===== src/core/tcc_pkg.sv =====
// Constants shared by the capture/compare channels and their interrupt logic.
// Assumes a 16-bit counter kept outside this block.
package tcc_pkg;
  localparam int TCC_CNT_W = 16;
  localparam int TCC_MAX_CH = 7;
  // Channel control word layout
  localparam int TCC_CM_LSB = 14;
  localparam int TCC_CCIS_LSB = 12;
  localparam int TCC_SCS_BIT = 11;
  localparam int TCC_SYNCED_INPUT_BIT_BIT = 10;
  localparam int TCC_CAP_BIT = 8;
  localparam int TCC_OUTMOD_LSB = 5;
  localparam int TCC_CHANNEL_IRQ_ENABLE_BIT = 4;
  localparam int TCC_CCI_BIT = 3;
  localparam int TCC_OUT_BIT = 2;
  localparam int TCC_COV_BIT = 1;
  localparam int TCC_FLAG_BIT = 0;
  // Bits that a control write stores directly
  localparam logic [15:0] TCC_CTRL_WMASK = 16'hF9F4;
  localparam logic [15:0] TCC_CTRL_RESET = 16'h0000;
  localparam logic [15:0] TCC_VAL_RESET = 16'h0000;
  localparam logic [15:0] TCC_IV_NONE = 16'h0000;
  localparam logic [15:0] TCC_IV_OVF = 16'h000E;
  // Capture edge and output mode codes
  localparam logic [1:0] TCC_EDGE_RISE = 2'h1;
  localparam logic [1:0] TCC_EDGE_FALL = 2'h2;
  localparam logic [1:0] TCC_EDGE_BOTH = 2'h3;
  typedef enum logic [2:0] {
    TCC_OM_OUT = 3'h0, TCC_OM_SET = 3'h1, TCC_OM_TGL_RST = 3'h2, TCC_OM_SET_RST = 3'h3,
    TCC_OM_TGL = 3'h4, TCC_OM_RST = 3'h5, TCC_OM_TGL_SET = 3'h6, TCC_OM_RST_SET = 3'h7
  } tcc_outmode_t;

  // Vector code of the highest-priority pending source; pend_ch[k] is channel k+1
  function automatic logic [15:0] tcc_vec_code(input logic [TCC_MAX_CH-2:0] pend_ch,
                                               input logic pend_ovf);
    logic [15:0] code;
    code = pend_ovf ? TCC_IV_OVF : TCC_IV_NONE;
    for (int k = TCC_MAX_CH - 2; k >= 0; k--) begin
      if (pend_ch[k]) begin
        code = 16'(2 * (k + 1));
      end
    end
    return code;
  endfunction : tcc_vec_code
endpackage : tcc_pkg


===== src/core/tcc_chan_if.sv =====
// Signals between the channel register bank and one channel datapath.
// Assumes both ends run on the same timer clock.
`timescale 1ns/1ps
interface tcc_chan_if;
  import tcc_pkg::*;
  logic cap_mode;
  logic [1:0] in_sel;
  logic [1:0] edge_sel;
  logic sync_en;
  logic [2:0] out_mode;
  logic out_bit;
  logic [TCC_CNT_W-1:0] value;
  logic [TCC_CNT_W-1:0] cnt;
  logic cnt_tick;
  logic eq0;
  logic cap_evt;
  logic [TCC_CNT_W-1:0] cap_data;
  logic eq_evt;
  logic in_level;
  logic out_level;
  modport bank (output cap_mode, in_sel, edge_sel, sync_en, out_mode, out_bit, value, cnt,
                cnt_tick, eq0, input cap_evt, cap_data, eq_evt, in_level, out_level);
  modport chan (input cap_mode, in_sel, edge_sel, sync_en, out_mode, out_bit, value, cnt,
                cnt_tick, eq0, output cap_evt, cap_data, eq_evt, in_level, out_level);
endinterface : tcc_chan_if


===== src/core/tcc_channel.sv =====
// One capture/compare channel: input sync, edge detect, compare and output unit.
// Assumes the bank holds the control fields and the channel value.
`timescale 1ns/1ps
module tcc_channel import tcc_pkg::*; (
  // Clock and reset
  input wire logic core_clk,
  input wire logic rst_b,
  // Capture pins
  input wire logic pin_a,
  input wire logic pin_b,
  // Bank side
  tcc_chan_if.chan bus
);
  logic [1:0] sync1, sync2, next_sync1, next_sync2;
  logic prev_sel, next_prev_sel;
  logic held_evt, next_held_evt;
  logic [TCC_CNT_W-1:0] held_cnt, next_held_cnt;
  logic out_q, next_out_q;
  logic sel, raw_evt, match;

  always_comb begin
    next_sync1 = {pin_b, pin_a};
    next_sync2 = sync1;
    case (bus.in_sel)
      2'h0: sel = sync2[0];
      2'h1: sel = sync2[1];
      2'h2: sel = 1'b0;
      default: sel = 1'b1;
    endcase
    next_prev_sel = sel;
    // Toggling the low select between ground and supply makes an edge
    raw_evt = bus.cap_mode &&
              ((bus.edge_sel[0] && sel && !prev_sel) ||
               (bus.edge_sel[1] && !sel && prev_sel));
    next_held_evt = raw_evt;
    next_held_cnt = bus.cnt;
    match = bus.cnt_tick && (bus.cnt == bus.value);
    next_out_q = out_q;
    if (!bus.cap_mode) begin
      case (bus.out_mode)
        TCC_OM_OUT: next_out_q = bus.out_bit;
        TCC_OM_SET: if (match) next_out_q = 1'b1;
        TCC_OM_TGL_RST, TCC_OM_SET_RST: begin
          if (match) next_out_q = bus.out_mode[0] ? 1'b1 : !out_q;
          else if (bus.eq0) next_out_q = 1'b0;
        end
        TCC_OM_TGL: if (match) next_out_q = !out_q;
        TCC_OM_RST: if (match) next_out_q = 1'b0;
        TCC_OM_TGL_SET, TCC_OM_RST_SET: begin
          if (match) next_out_q = bus.out_mode[0] ? 1'b0 : !out_q;
          else if (bus.eq0) next_out_q = 1'b1;
        end
        default: next_out_q = out_q;
      endcase
    end
  end

  always_ff @(posedge core_clk) begin
    if (!rst_b) begin
      sync1 <= 2'h0;
      sync2 <= 2'h0;
      prev_sel <= 1'b0;
      held_evt <= 1'b0;
      held_cnt <= TCC_VAL_RESET;
      out_q <= 1'b0;
    end else begin
      sync1 <= next_sync1;
      sync2 <= next_sync2;
      prev_sel <= next_prev_sel;
      held_evt <= next_held_evt;
      held_cnt <= next_held_cnt;
      out_q <= next_out_q;
    end
  end

  // Synchronous capture lands one timer edge after the input edge
  // A held event is dropped once the channel has left capture mode
  assign bus.cap_evt = bus.cap_mode && (bus.sync_en ? held_evt : raw_evt);
  assign bus.cap_data = bus.sync_en ? held_cnt : bus.cnt;
  assign bus.eq_evt = match && !bus.cap_mode;
  assign bus.in_level = sel;
  // Mode 0 follows the output bit without waiting for a clock edge
  assign bus.out_level = (bus.out_mode == TCC_OM_OUT) ? bus.out_bit : out_q;
endmodule : tcc_channel


===== src/core/tcc_capture_compare.sv =====
// Capture/compare channels of a 16-bit timer with their interrupt logic.
// Assumes the counter, its clock and its direction live outside; count_tick
// marks each cycle in which counter_value took a new value.
//
// What this block does
// Capture-select set puts the channel into capture mode on its selected input.
// Input select picks the source; edge field picks rising, falling or both.
// A capture edge copies the counter into the channel value and sets the flag.
// The live selected input level is readable through a status bit.
// With synchronise set, the capture takes effect at the next timer edge.
// A second unread capture sets overflow; only software clears it.
// Toggling the low select between ground and supply triggers a software capture.
// Capture-select clear puts the channel into compare mode.
// A compare match sets the flag, raises equal and latches the synced input.
// Outputs change on timer clock edges in every mode except zero.
// Mode zero drives the output bit straight through, immediately.
// Mode one sets the output on match and holds it.
// Modes two and three toggle or set on match, reset on channel-zero match.
// Modes six and seven toggle or reset on match, set on channel-zero match.
// Mode four toggles the output on each match.
// Mode five resets the output on match and holds it.
// Channel zero's own and channel-zero equal events are one signal.
// Matches count in either count direction, also for channel zero.
// Software keeps a mode bit set while changing modes, except into zero.
// Software may set or clear flags; requests need channel and global enables.
// Channel zero has top priority, its own request, and auto-clears when serviced.
// Other flags and overflow share a vector reporting the top enabled source.
// Any vector access clears the top pending flag; others stay pending.
// Vector reads zero when idle, 2 to 12 for channels, 14 for overflow.
// Reading a captured value consumes it for overflow detection.
`timescale 1ns/1ps
module tcc_capture_compare import tcc_pkg::*; #(
  parameter int N = TCC_MAX_CH
) (
  // Clock and reset
  input wire logic core_clk,
  input wire logic rst_b,
  // Counter
  input wire logic [TCC_CNT_W-1:0] counter_value,
  input wire logic count_tick,
  input wire logic ovf_evt,
  // Pins
  input wire logic [N-1:0] channel_input_a,
  input wire logic [N-1:0] channel_input_b,
  output logic [N-1:0] channel_output,
  // Software access
  input wire logic [15:0] sw_wdata,
  input wire logic [N-1:0] sw_ctrl_wr,
  input wire logic [N-1:0] sw_val_wr,
  input wire logic [N-1:0] sw_val_rd,
  output logic [N-1:0][15:0] ctrl_rdata,
  output logic [N-1:0][TCC_CNT_W-1:0] value_rdata,
  input wire logic ovf_irq_enable,
  input wire logic sw_ovf_wr,
  output logic counter_overflow_flag,
  input wire logic iv_access,
  output logic [15:0] irq_vector_reg,
  // Interrupts
  input wire logic global_irq_enable,
  input wire logic irq0_ack,
  output logic irq_ch0,
  output logic irq_shared
);
  if (N < 1 || N > TCC_MAX_CH) begin : g_bad_n
    $error("tcc_capture_compare: N must be 1 to 7");
  end

  tcc_chan_if chif [N] ();

  logic [N-1:0][15:0] cfg, next_cfg;
  logic [N-1:0][TCC_CNT_W-1:0] val, next_val;
  logic [N-1:0] flag, next_flag;
  logic [N-1:0] cov, next_cov;
  logic [N-1:0] synced_input_bit, next_synced_input_bit;
  logic [N-1:0] unread, next_unread;
  logic ovf, next_ovf;
  logic [15:0] iv, next_iv;
  logic [N-1:0] cap_evt, eq_evt, in_level;
  logic [N-1:0][TCC_CNT_W-1:0] cap_data;
  logic [TCC_MAX_CH-2:0] pend_ch;
  logic [TCC_MAX_CH-2:0] pend_cur;

  for (genvar i = 0; i < N; i++) begin : g_ch
    assign chif[i].cap_mode = cfg[i][TCC_CAP_BIT];
    assign chif[i].in_sel = cfg[i][TCC_CCIS_LSB+:2];
    assign chif[i].edge_sel = cfg[i][TCC_CM_LSB+:2];
    assign chif[i].sync_en = cfg[i][TCC_SCS_BIT];
    assign chif[i].out_mode = cfg[i][TCC_OUTMOD_LSB+:3];
    assign chif[i].out_bit = cfg[i][TCC_OUT_BIT];
    assign chif[i].value = val[i];
    assign chif[i].cnt = counter_value;
    assign chif[i].cnt_tick = count_tick;
    // Channel zero sees its own match as the channel-zero match
    assign chif[i].eq0 = eq_evt[0];
    assign cap_evt[i] = chif[i].cap_evt;
    assign cap_data[i] = chif[i].cap_data;
    assign eq_evt[i] = chif[i].eq_evt;
    assign in_level[i] = chif[i].in_level;
    assign channel_output[i] = chif[i].out_level;

    tcc_channel u_chan (
      .core_clk(core_clk),
      .rst_b(rst_b),
      .pin_a(channel_input_a[i]),
      .pin_b(channel_input_b[i]),
      .bus(chif[i])
    );

    assign ctrl_rdata[i] = cfg[i] |
                           (16'(synced_input_bit[i]) << TCC_SYNCED_INPUT_BIT_BIT) |
                           (16'(in_level[i]) << TCC_CCI_BIT) |
                           (16'(cov[i]) << TCC_COV_BIT) |
                           (16'(flag[i]) << TCC_FLAG_BIT);
    assign value_rdata[i] = val[i];
  end

  // Pending, enabled shared-vector sources from the registered state
  always_comb begin
    pend_cur = '0;
    for (int i = 1; i < N; i++) begin
      pend_cur[i-1] = flag[i] && cfg[i][TCC_CHANNEL_IRQ_ENABLE_BIT];
    end
  end

  always_comb begin
    next_cfg = cfg;
    next_val = val;
    next_flag = flag;
    next_cov = cov;
    next_synced_input_bit = synced_input_bit;
    next_unread = unread;
    next_ovf = ovf;
    pend_ch = '0;
    for (int i = 0; i < N; i++) begin
      // Software writes: flag and overflow may each be set or cleared
      if (sw_ctrl_wr[i]) begin
        next_cfg[i] = sw_wdata & TCC_CTRL_WMASK;
        next_flag[i] = sw_wdata[TCC_FLAG_BIT];
        next_cov[i] = sw_wdata[TCC_COV_BIT];
      end
      if (sw_val_wr[i]) begin
        next_val[i] = sw_wdata;
      end
      if (sw_val_rd[i]) begin
        next_unread[i] = 1'b0;
      end
      // Servicing channel zero clears its flag
      if (i == 0 && irq0_ack) begin
        next_flag[i] = 1'b0;
      end
      // Vector access clears only the source it named
      if (i > 0 && iv_access && iv == 16'(2 * i)) begin
        next_flag[i] = 1'b0;
      end
      // Hardware events win over any clear in the same cycle
      if (cap_evt[i]) begin
        next_val[i] = cap_data[i];
        next_flag[i] = 1'b1;
        next_unread[i] = 1'b1;
        if (unread[i] && !sw_val_rd[i]) begin
          next_cov[i] = 1'b1;
        end
      end
      if (eq_evt[i]) begin
        next_flag[i] = 1'b1;
        next_synced_input_bit[i] = in_level[i];
      end
    end
    if (sw_ovf_wr) begin
      next_ovf = sw_wdata[TCC_FLAG_BIT];
    end
    if (iv_access && iv == TCC_IV_OVF) begin
      next_ovf = 1'b0;
    end
    if (ovf_evt) begin
      next_ovf = 1'b1;
    end
    for (int i = 1; i < N; i++) begin
      pend_ch[i-1] = next_flag[i] && next_cfg[i][TCC_CHANNEL_IRQ_ENABLE_BIT];
    end
    // Disabled sources never reach the code
    next_iv = tcc_vec_code(pend_ch, next_ovf && ovf_irq_enable);
  end

  always_ff @(posedge core_clk) begin
    if (!rst_b) begin
      cfg <= {N{TCC_CTRL_RESET}};
      val <= {N{TCC_VAL_RESET}};
      flag <= '0;
      cov <= '0;
      synced_input_bit <= '0;
      unread <= '0;
      ovf <= 1'b0;
      iv <= TCC_IV_NONE;
    end else begin
      cfg <= next_cfg;
      val <= next_val;
      flag <= next_flag;
      cov <= next_cov;
      synced_input_bit <= next_synced_input_bit;
      unread <= next_unread;
      ovf <= next_ovf;
      iv <= next_iv;
    end
  end

  assign irq_vector_reg = iv;
  assign counter_overflow_flag = ovf;
  // Channel zero has its own request line
  assign irq_ch0 = flag[0] && cfg[0][TCC_CHANNEL_IRQ_ENABLE_BIT] && global_irq_enable;
  // Any further pending source re-raises the shared request
  assign irq_shared = ((|pend_cur) || (ovf && ovf_irq_enable)) && global_irq_enable;
endmodule : tcc_capture_compare


===== config.mk =====
export PLATFORM = sky130hd
export DESIGN_NAME = tcc_capture_compare
export DESIGN_NICKNAME = d
export VERILOG_FILES = /design/src/core/tcc_pkg.sv /design/src/core/tcc_chan_if.sv /design/src/core/tcc_channel.sv /design/src/core/tcc_capture_compare.sv
export SDC_FILE = /design/constraint.sdc
export NUM_CORES = 1
export LEC_CHECK = 0
export BUFFER_PORTS_ARGS = -buffer_cell sky130_fd_sc_hd__buf_2
export CAP_MARGIN = 0
export CELL_PAD_IN_SITES_DETAIL_PLACEMENT = 0
export CELL_PAD_IN_SITES_GLOBAL_PLACEMENT = 1
export CORE_MARGIN = 2
export CORE_UTILIZATION = 41
export DETAILED_ROUTE_END_ITERATION = 8
export HOLD_SLACK_MARGIN = 0.12
export PLACE_DENSITY = 0.86
export SYNTH_ARGS = -nofsm -noshare
export SYNTH_HDL_FRONTEND = slang
export SYNTH_SLANG_ARGS = --single-unit

===== constraint.sdc =====
create_clock -name core_clk -period 3 [get_ports core_clk]
set_input_delay 0.3 -clock core_clk [delete_from_list [all_inputs] [get_ports core_clk]]
set_output_delay 0.3 -clock core_clk [all_outputs]
set_load 0.02 [all_outputs]

# Word-level counts from Yosys, hierarchy flattened
# Cells that the tools add are included.
[word_totals]
ff_bits = 299
in_bits = 76
output_inout_bits = 250
word_cells = 589
[classes]
eq_ne = 112
n_mux = 179
bitwise_logic = 36
n_reduce_logical = 184
[ops]
columns = ["cell", "n"]
rows = [
  ["2-to-1 mux 16 bit", 21],
  ["2-to-1 mux 1 bit", 131],
  ["equality test 16 bit", 7],
  ["OR 16 x 1 -> 16 bit", 7],
  ["OR 16 x 11 -> 16 bit", 7],
  ["OR 16 x 2 -> 16 bit", 7],
  ["OR 16 x 4 -> 16 bit", 7],
  ["logical AND 1 bit", 87],
  ["equality test 3 bit, second input constant", 28],
  ["equality test 16 x 4 -> 1 bit, second input constant", 4],
  ["equality test 3 x 2 -> 1 bit, second input constant", 14],
  ["inequality test 2 x 1 -> 1 bit, second input constant", 21],
  ["inequality test 3 x 2 -> 1 bit, second input constant", 14],
  ["one-hot mux 1 bit (6 select lines)", 7],
  ["AND reduction 6 bit", 7],
  ["zero test 1 bit", 35],
  ["equality test 16 x 3 -> 1 bit, second input constant", 2],
  ["2-to-1 mux 5 bit", 6],
  ["OR reduction 2 bit", 15],
  ["nonzero test 2 bit", 14],
  ["equality test 3 x 1 -> 1 bit, second input constant", 7],
  ["zero test 3 bit", 7],
  ["one-hot mux 1 bit (3 select lines)", 7],
  ["equality test 16 x 2 -> 1 bit, second input constant", 1],
  ["other kinds (12)", 48],
]

# Depth between registers and ports, before layout
[depth]
ltp_word = 18
ltp_mapped = 9
ltp_nobuf = 8

# Cells and area by module
# From an unflattened synthesis, not the netlist that was laid out.
[unflattened]
hier_cells = 1858
hier_area_um2 = 17959.7
[modules_own_cells]
columns = ["mod", "instances", "cells_per_inst", "area_per_inst_um2", "seq_area_each_um2"]
rows = [
  ["tcc_capture_compare", 1, 1060, 9954.5, 4424.2],
  ["tcc_channel", 7, 114, 1143.6, 460.4],
]

# Least setup slack after synthesis
# No wires, ideal clock.
[synth_path]
path_kind = "input -> register"
from = "input counter_value[14]"
to = "register iv[3] (netlist: irq_vector_reg[3])"
setup_time_ps = 120
arrival_ps = 2131
required_time_ps = 2880
setup_slack_ps = 749
stages = 8
path_buffers = 1
cell_sequence = "clkbuf_1 -> xnor2_1 -> nand4_1 -> or4_1 -> or3_1 -> and3_1 -> o21a_1 -> nor3b_1"
[synth_via]
elab_chain_len = 8
word_cells_on_any_way = 34
cone_classes = "eq/ne: 6; mux: 9; reduce/logical: 19"
[synth_lines]
columns = ["item", "line_no", "source"]
rows = [
  ["from (decl)", "tcc_capture_compare.sv:39", "input wire logic [TCC_CNT_W-1:0] counter_value,"],
  ["equality test 16 bit", "tcc_channel.sv:37", "match = bus.cnt_tick && (bus.cnt == bus.value);"],
  ["logical AND 1 bit", "tcc_channel.sv:37", ""],
  ["logical AND 1 bit", "tcc_channel.sv:80", "assign bus.eq_evt = match && !bus.cap_mode;"],
  ["2-to-1 mux 1 bit", "tcc_capture_compare.sv:164", "if (eq_evt[i]) begin"],
  ["logical AND 1 bit", "tcc_capture_compare.sv:179", "pend_ch[i-1] = next_flag[i] && next_cfg[i][TCC_CHANNEL_IRQ_ENABLE_BIT];"],
  ["2-to-1 mux 4 bit (3 in a row)", "tcc_pkg.sv:39", "if (pend_ch[k]) begin"],
  ["to (signal assigned)", "tcc_capture_compare.sv:203", "iv <= next_iv;"],
  ["to (decl)", "tcc_capture_compare.sv:77", "logic [15:0] iv, next_iv;"],
]
# Parallel ways exist; a longest one is shown, timed or not.
# A chain may end at the register's enable or synchronous reset.

# Final worst setup path
[layout_path]
from = "input counter_value[6]"
to = "register iv[3] (netlist: irq_vector_reg[3])"
# The elaborated chain is that of the path after synthesis.

==> flow_metrics.py <==
metrics = {
    "clock_network": {
        "cts_hold_buf": 24,
        "cts_tree": "done",
        "cts_resized": 0,
        "cts_htree_levels": 1,
        "numCtsBuffers": 30,
        "insertion_delay_ps": 570,
        "cts_sinks": 286,
        "cts_max_path_buffers": 3,
        "post_cts.repair.setup_buffers": 0,
        "cts-root-buf": "clkbuf_16",
        "clk_pin_slew_ps": 70,
    },
    "drt": {
        "wire_per_inst_um": 23.2,
        "drt_first_pass_iters": 5,
        "dr.first_iter.drc_count": 1116,
        "vias_per_cell": 5.65,
        "routed_wl_um": 53400,
        "drc": 0,
        "antenna_left": 0,
        "via_count": 13000,
    },
    "placement": {
        "gp_congestion": 0.884,
        "port_buffers": 305,
        "place_hpwl_um": 37800,
    },
    "worst_setup_path": {
        "cp_max_fo": 9,
        "reg2reg_slack_ps": 510,
        "crit_type": "input pin to register",
        "arrival_ps": 2970,
        "cp-start-kind": "input pin",
        "crit_required_ps": 3470,
        "crit_path_end_kind": "register",
    },
    "timing": {
        "tns_ps": 0,
        "rsz0062_at_grt": "no",
        "worstMarginPinSlew_ps": 738,
        "finalSetupViolations": 0,
        "fmax_mhz": 401,
        "hold_violations": 0,
        "fin_skew_ps": 19.6,
        "max_slew_margin": 0.506,
        "slew_violations": 0,
        "timing.final.crit_share": 0.831,
        "period_needed_ps": 2490,
    },
    "power_and_ir_drop": {
        "p_int_w": 0.00701,
        "p_sw_frac": 0.301,
        "leakage_nw": 7.56,
        "vdd_drop_max_mv": 0.415,
        "clkPwrFrac": 0.387,
        "p_seq_frac": 0.429,
        "power_density_nw_per_um2": 572,
        "pwr-share-comb": 0.184,
        "power.net_switching_w": 0.00302,
    },
    "layout": {
        "final_cell_mix": "305 x buf_2, 286 x dfxtp_1, 225 x a211oi_1, 211 x mux2i_1, 117 x nor2_1",
        "area_growth_pct": 19.1,
        "nets": 1897,
        "drive_above_1_share": 0.223,
        "utilization": 0.494,
        "mostFrequentLayoutCell": "buf_2",
        "largest_reg_flops": 112,
    },
    "floorplanning": {
        "die_h_um": 193,
        "ios": 326,
        "coreArea_um2": 35500,
        "start_util": 0.415,
        "die_w_um": 193,
        "num_rows": 69,
        "die-area_um2": 37400,
    },
    "global_route": {
        "grt_max_degree": 99,
        "grt_usage": 0.271,
        "antenna_found_initial": 1,
        "gr-total-overflow": 0,
        "grt_pass1_vias": 12500,
        "grt_pass1_wl_um": 79100,
    },
    "logic_synthesis": {
        "syn_area_um2": 14700,
        "yosysWarnings": 0,
        "syn-instance-count": 1604,
        "synth_edf_count": 0,
        "yosysUniqueCellTypes": 58,
        "synth_ff_type": "dfxtp_1",
        "async_flop_share": 0,
        "syn_avg_cell_area_um2": 9.18,
        "ys_seq_area_frac": 0.389,
        "ys_seq_elements": 286,
    },
    "outcome": {
        "status": "finished, final reports clean",
    },
    "run": {
        "cap_viol_max_count": 0,
    },
    "min_path": {
        "min_path_type": "input pin to register",
    },
}
-- synth_stat cells (all sizes together), types with 26 or more instances --
master / count / area [µm²]
mux2i: 211 / 2110
nor2: 117 / 439
dfxtp: 286 / 5730
buf: 76 / 513
nand2: 26 / 97.6
and2: 56 / 350
xnor2: 80 / 701
clkbuf: 129 / 484
nor2b: 116 / 726
a21oi: 27 / 135
a211oi: 225 / 1690
xor2: 32 / 280
-- cells by family (layout without fill, tap and decap cells) --
logic type / after synthesis / after routing / synth area share
buffers and inverters: 229 / 447 / 0.0739
other: 1 / 21 / 0.000255
DFF: 286 / 286 / 0.389
muxes: 220 / 220 / 0.150
xor gates and xnor gates: 112 / 112 / 0.0666
AOI/OAI and AO/OA: 340 / 340 / 0.168
and+or+nand+nor: 416 / 416 / 0.152
-- per-stage QoR --
step / setup WS [ps] / hold slack, ps / cell area [µm²] / power (W) / cells
final: 506 / 193 / 17500 / 0.0100 / 2303
after global routing: 401 / 201 / 17500 / 0.0104 / 2303
after CTS: 502 / 175 / 17500 / 0.0100 / 2302
after detailed placement: 370 / 419 / 16300 / 0.00618 / 2226
after global placement: 343 / 415 / 16300 / 0.00615 / 2226
after floorplan: 749 / 412 / 14800 / 0.00557 / 1623
-- power groups by stage --
stage	Clock [W]	Combinational, W	Sequential (W)
after CTS	0.00392	0.00183	0.00430
final	0.00388	0.00185	0.00430
after floorplan	0	0.00106	0.00451
after global routing	0.00406	0.00197	0.00433
after detailed placement	0	0.00180	0.00438
after global placement	0	0.00178	0.00437
-- worst paths after layout --
path         cells past startpoint                    startpoint                 endpoint
max reg2reg                      7             chif[5].value[12]     g_ch[5].u_chan.out_q
min                              3                  sw_wdata[10]        chif[3].value[10]
max                             11              counter_value[6]        irq_vector_reg[3]
min reg2reg                      1  g_ch[1].u_chan.next_sync2[0]  g_ch[1].u_chan.sync2[0]
-- layer usage --
metal	global-route usage	part of all wire	up-vias
li1	-	-	6079
met1	0.361	0.44	6353
met2	0.426	0.44	496
met5	0	0	-
met4	0.0939	0.035	0
met3	0.0678	0.082	95
-- critical path, cell delays in order --
cell and delay [ps]:
dlygate4sd3_1 530, buf_2 250, buf_4 220, xnor2_1 130
nand4_1 160, nor4_1 370, buf_4 200, a311o_1 300
a22o_1 230, nor3b_1 60, nor3b_1 190
-- layout make-up --
type	count	area, µm²
fillers	3392	17900
multi-input cells	1108	8000
flip-flops and latches	286	5730
repair buffers	371	2120
clock buffers	43	880
well taps	461	577
clock inverters	9	134
inverters	24	95.1
diodes	1	2.50
No activity file was read; power rests on OpenSTA's default activity.
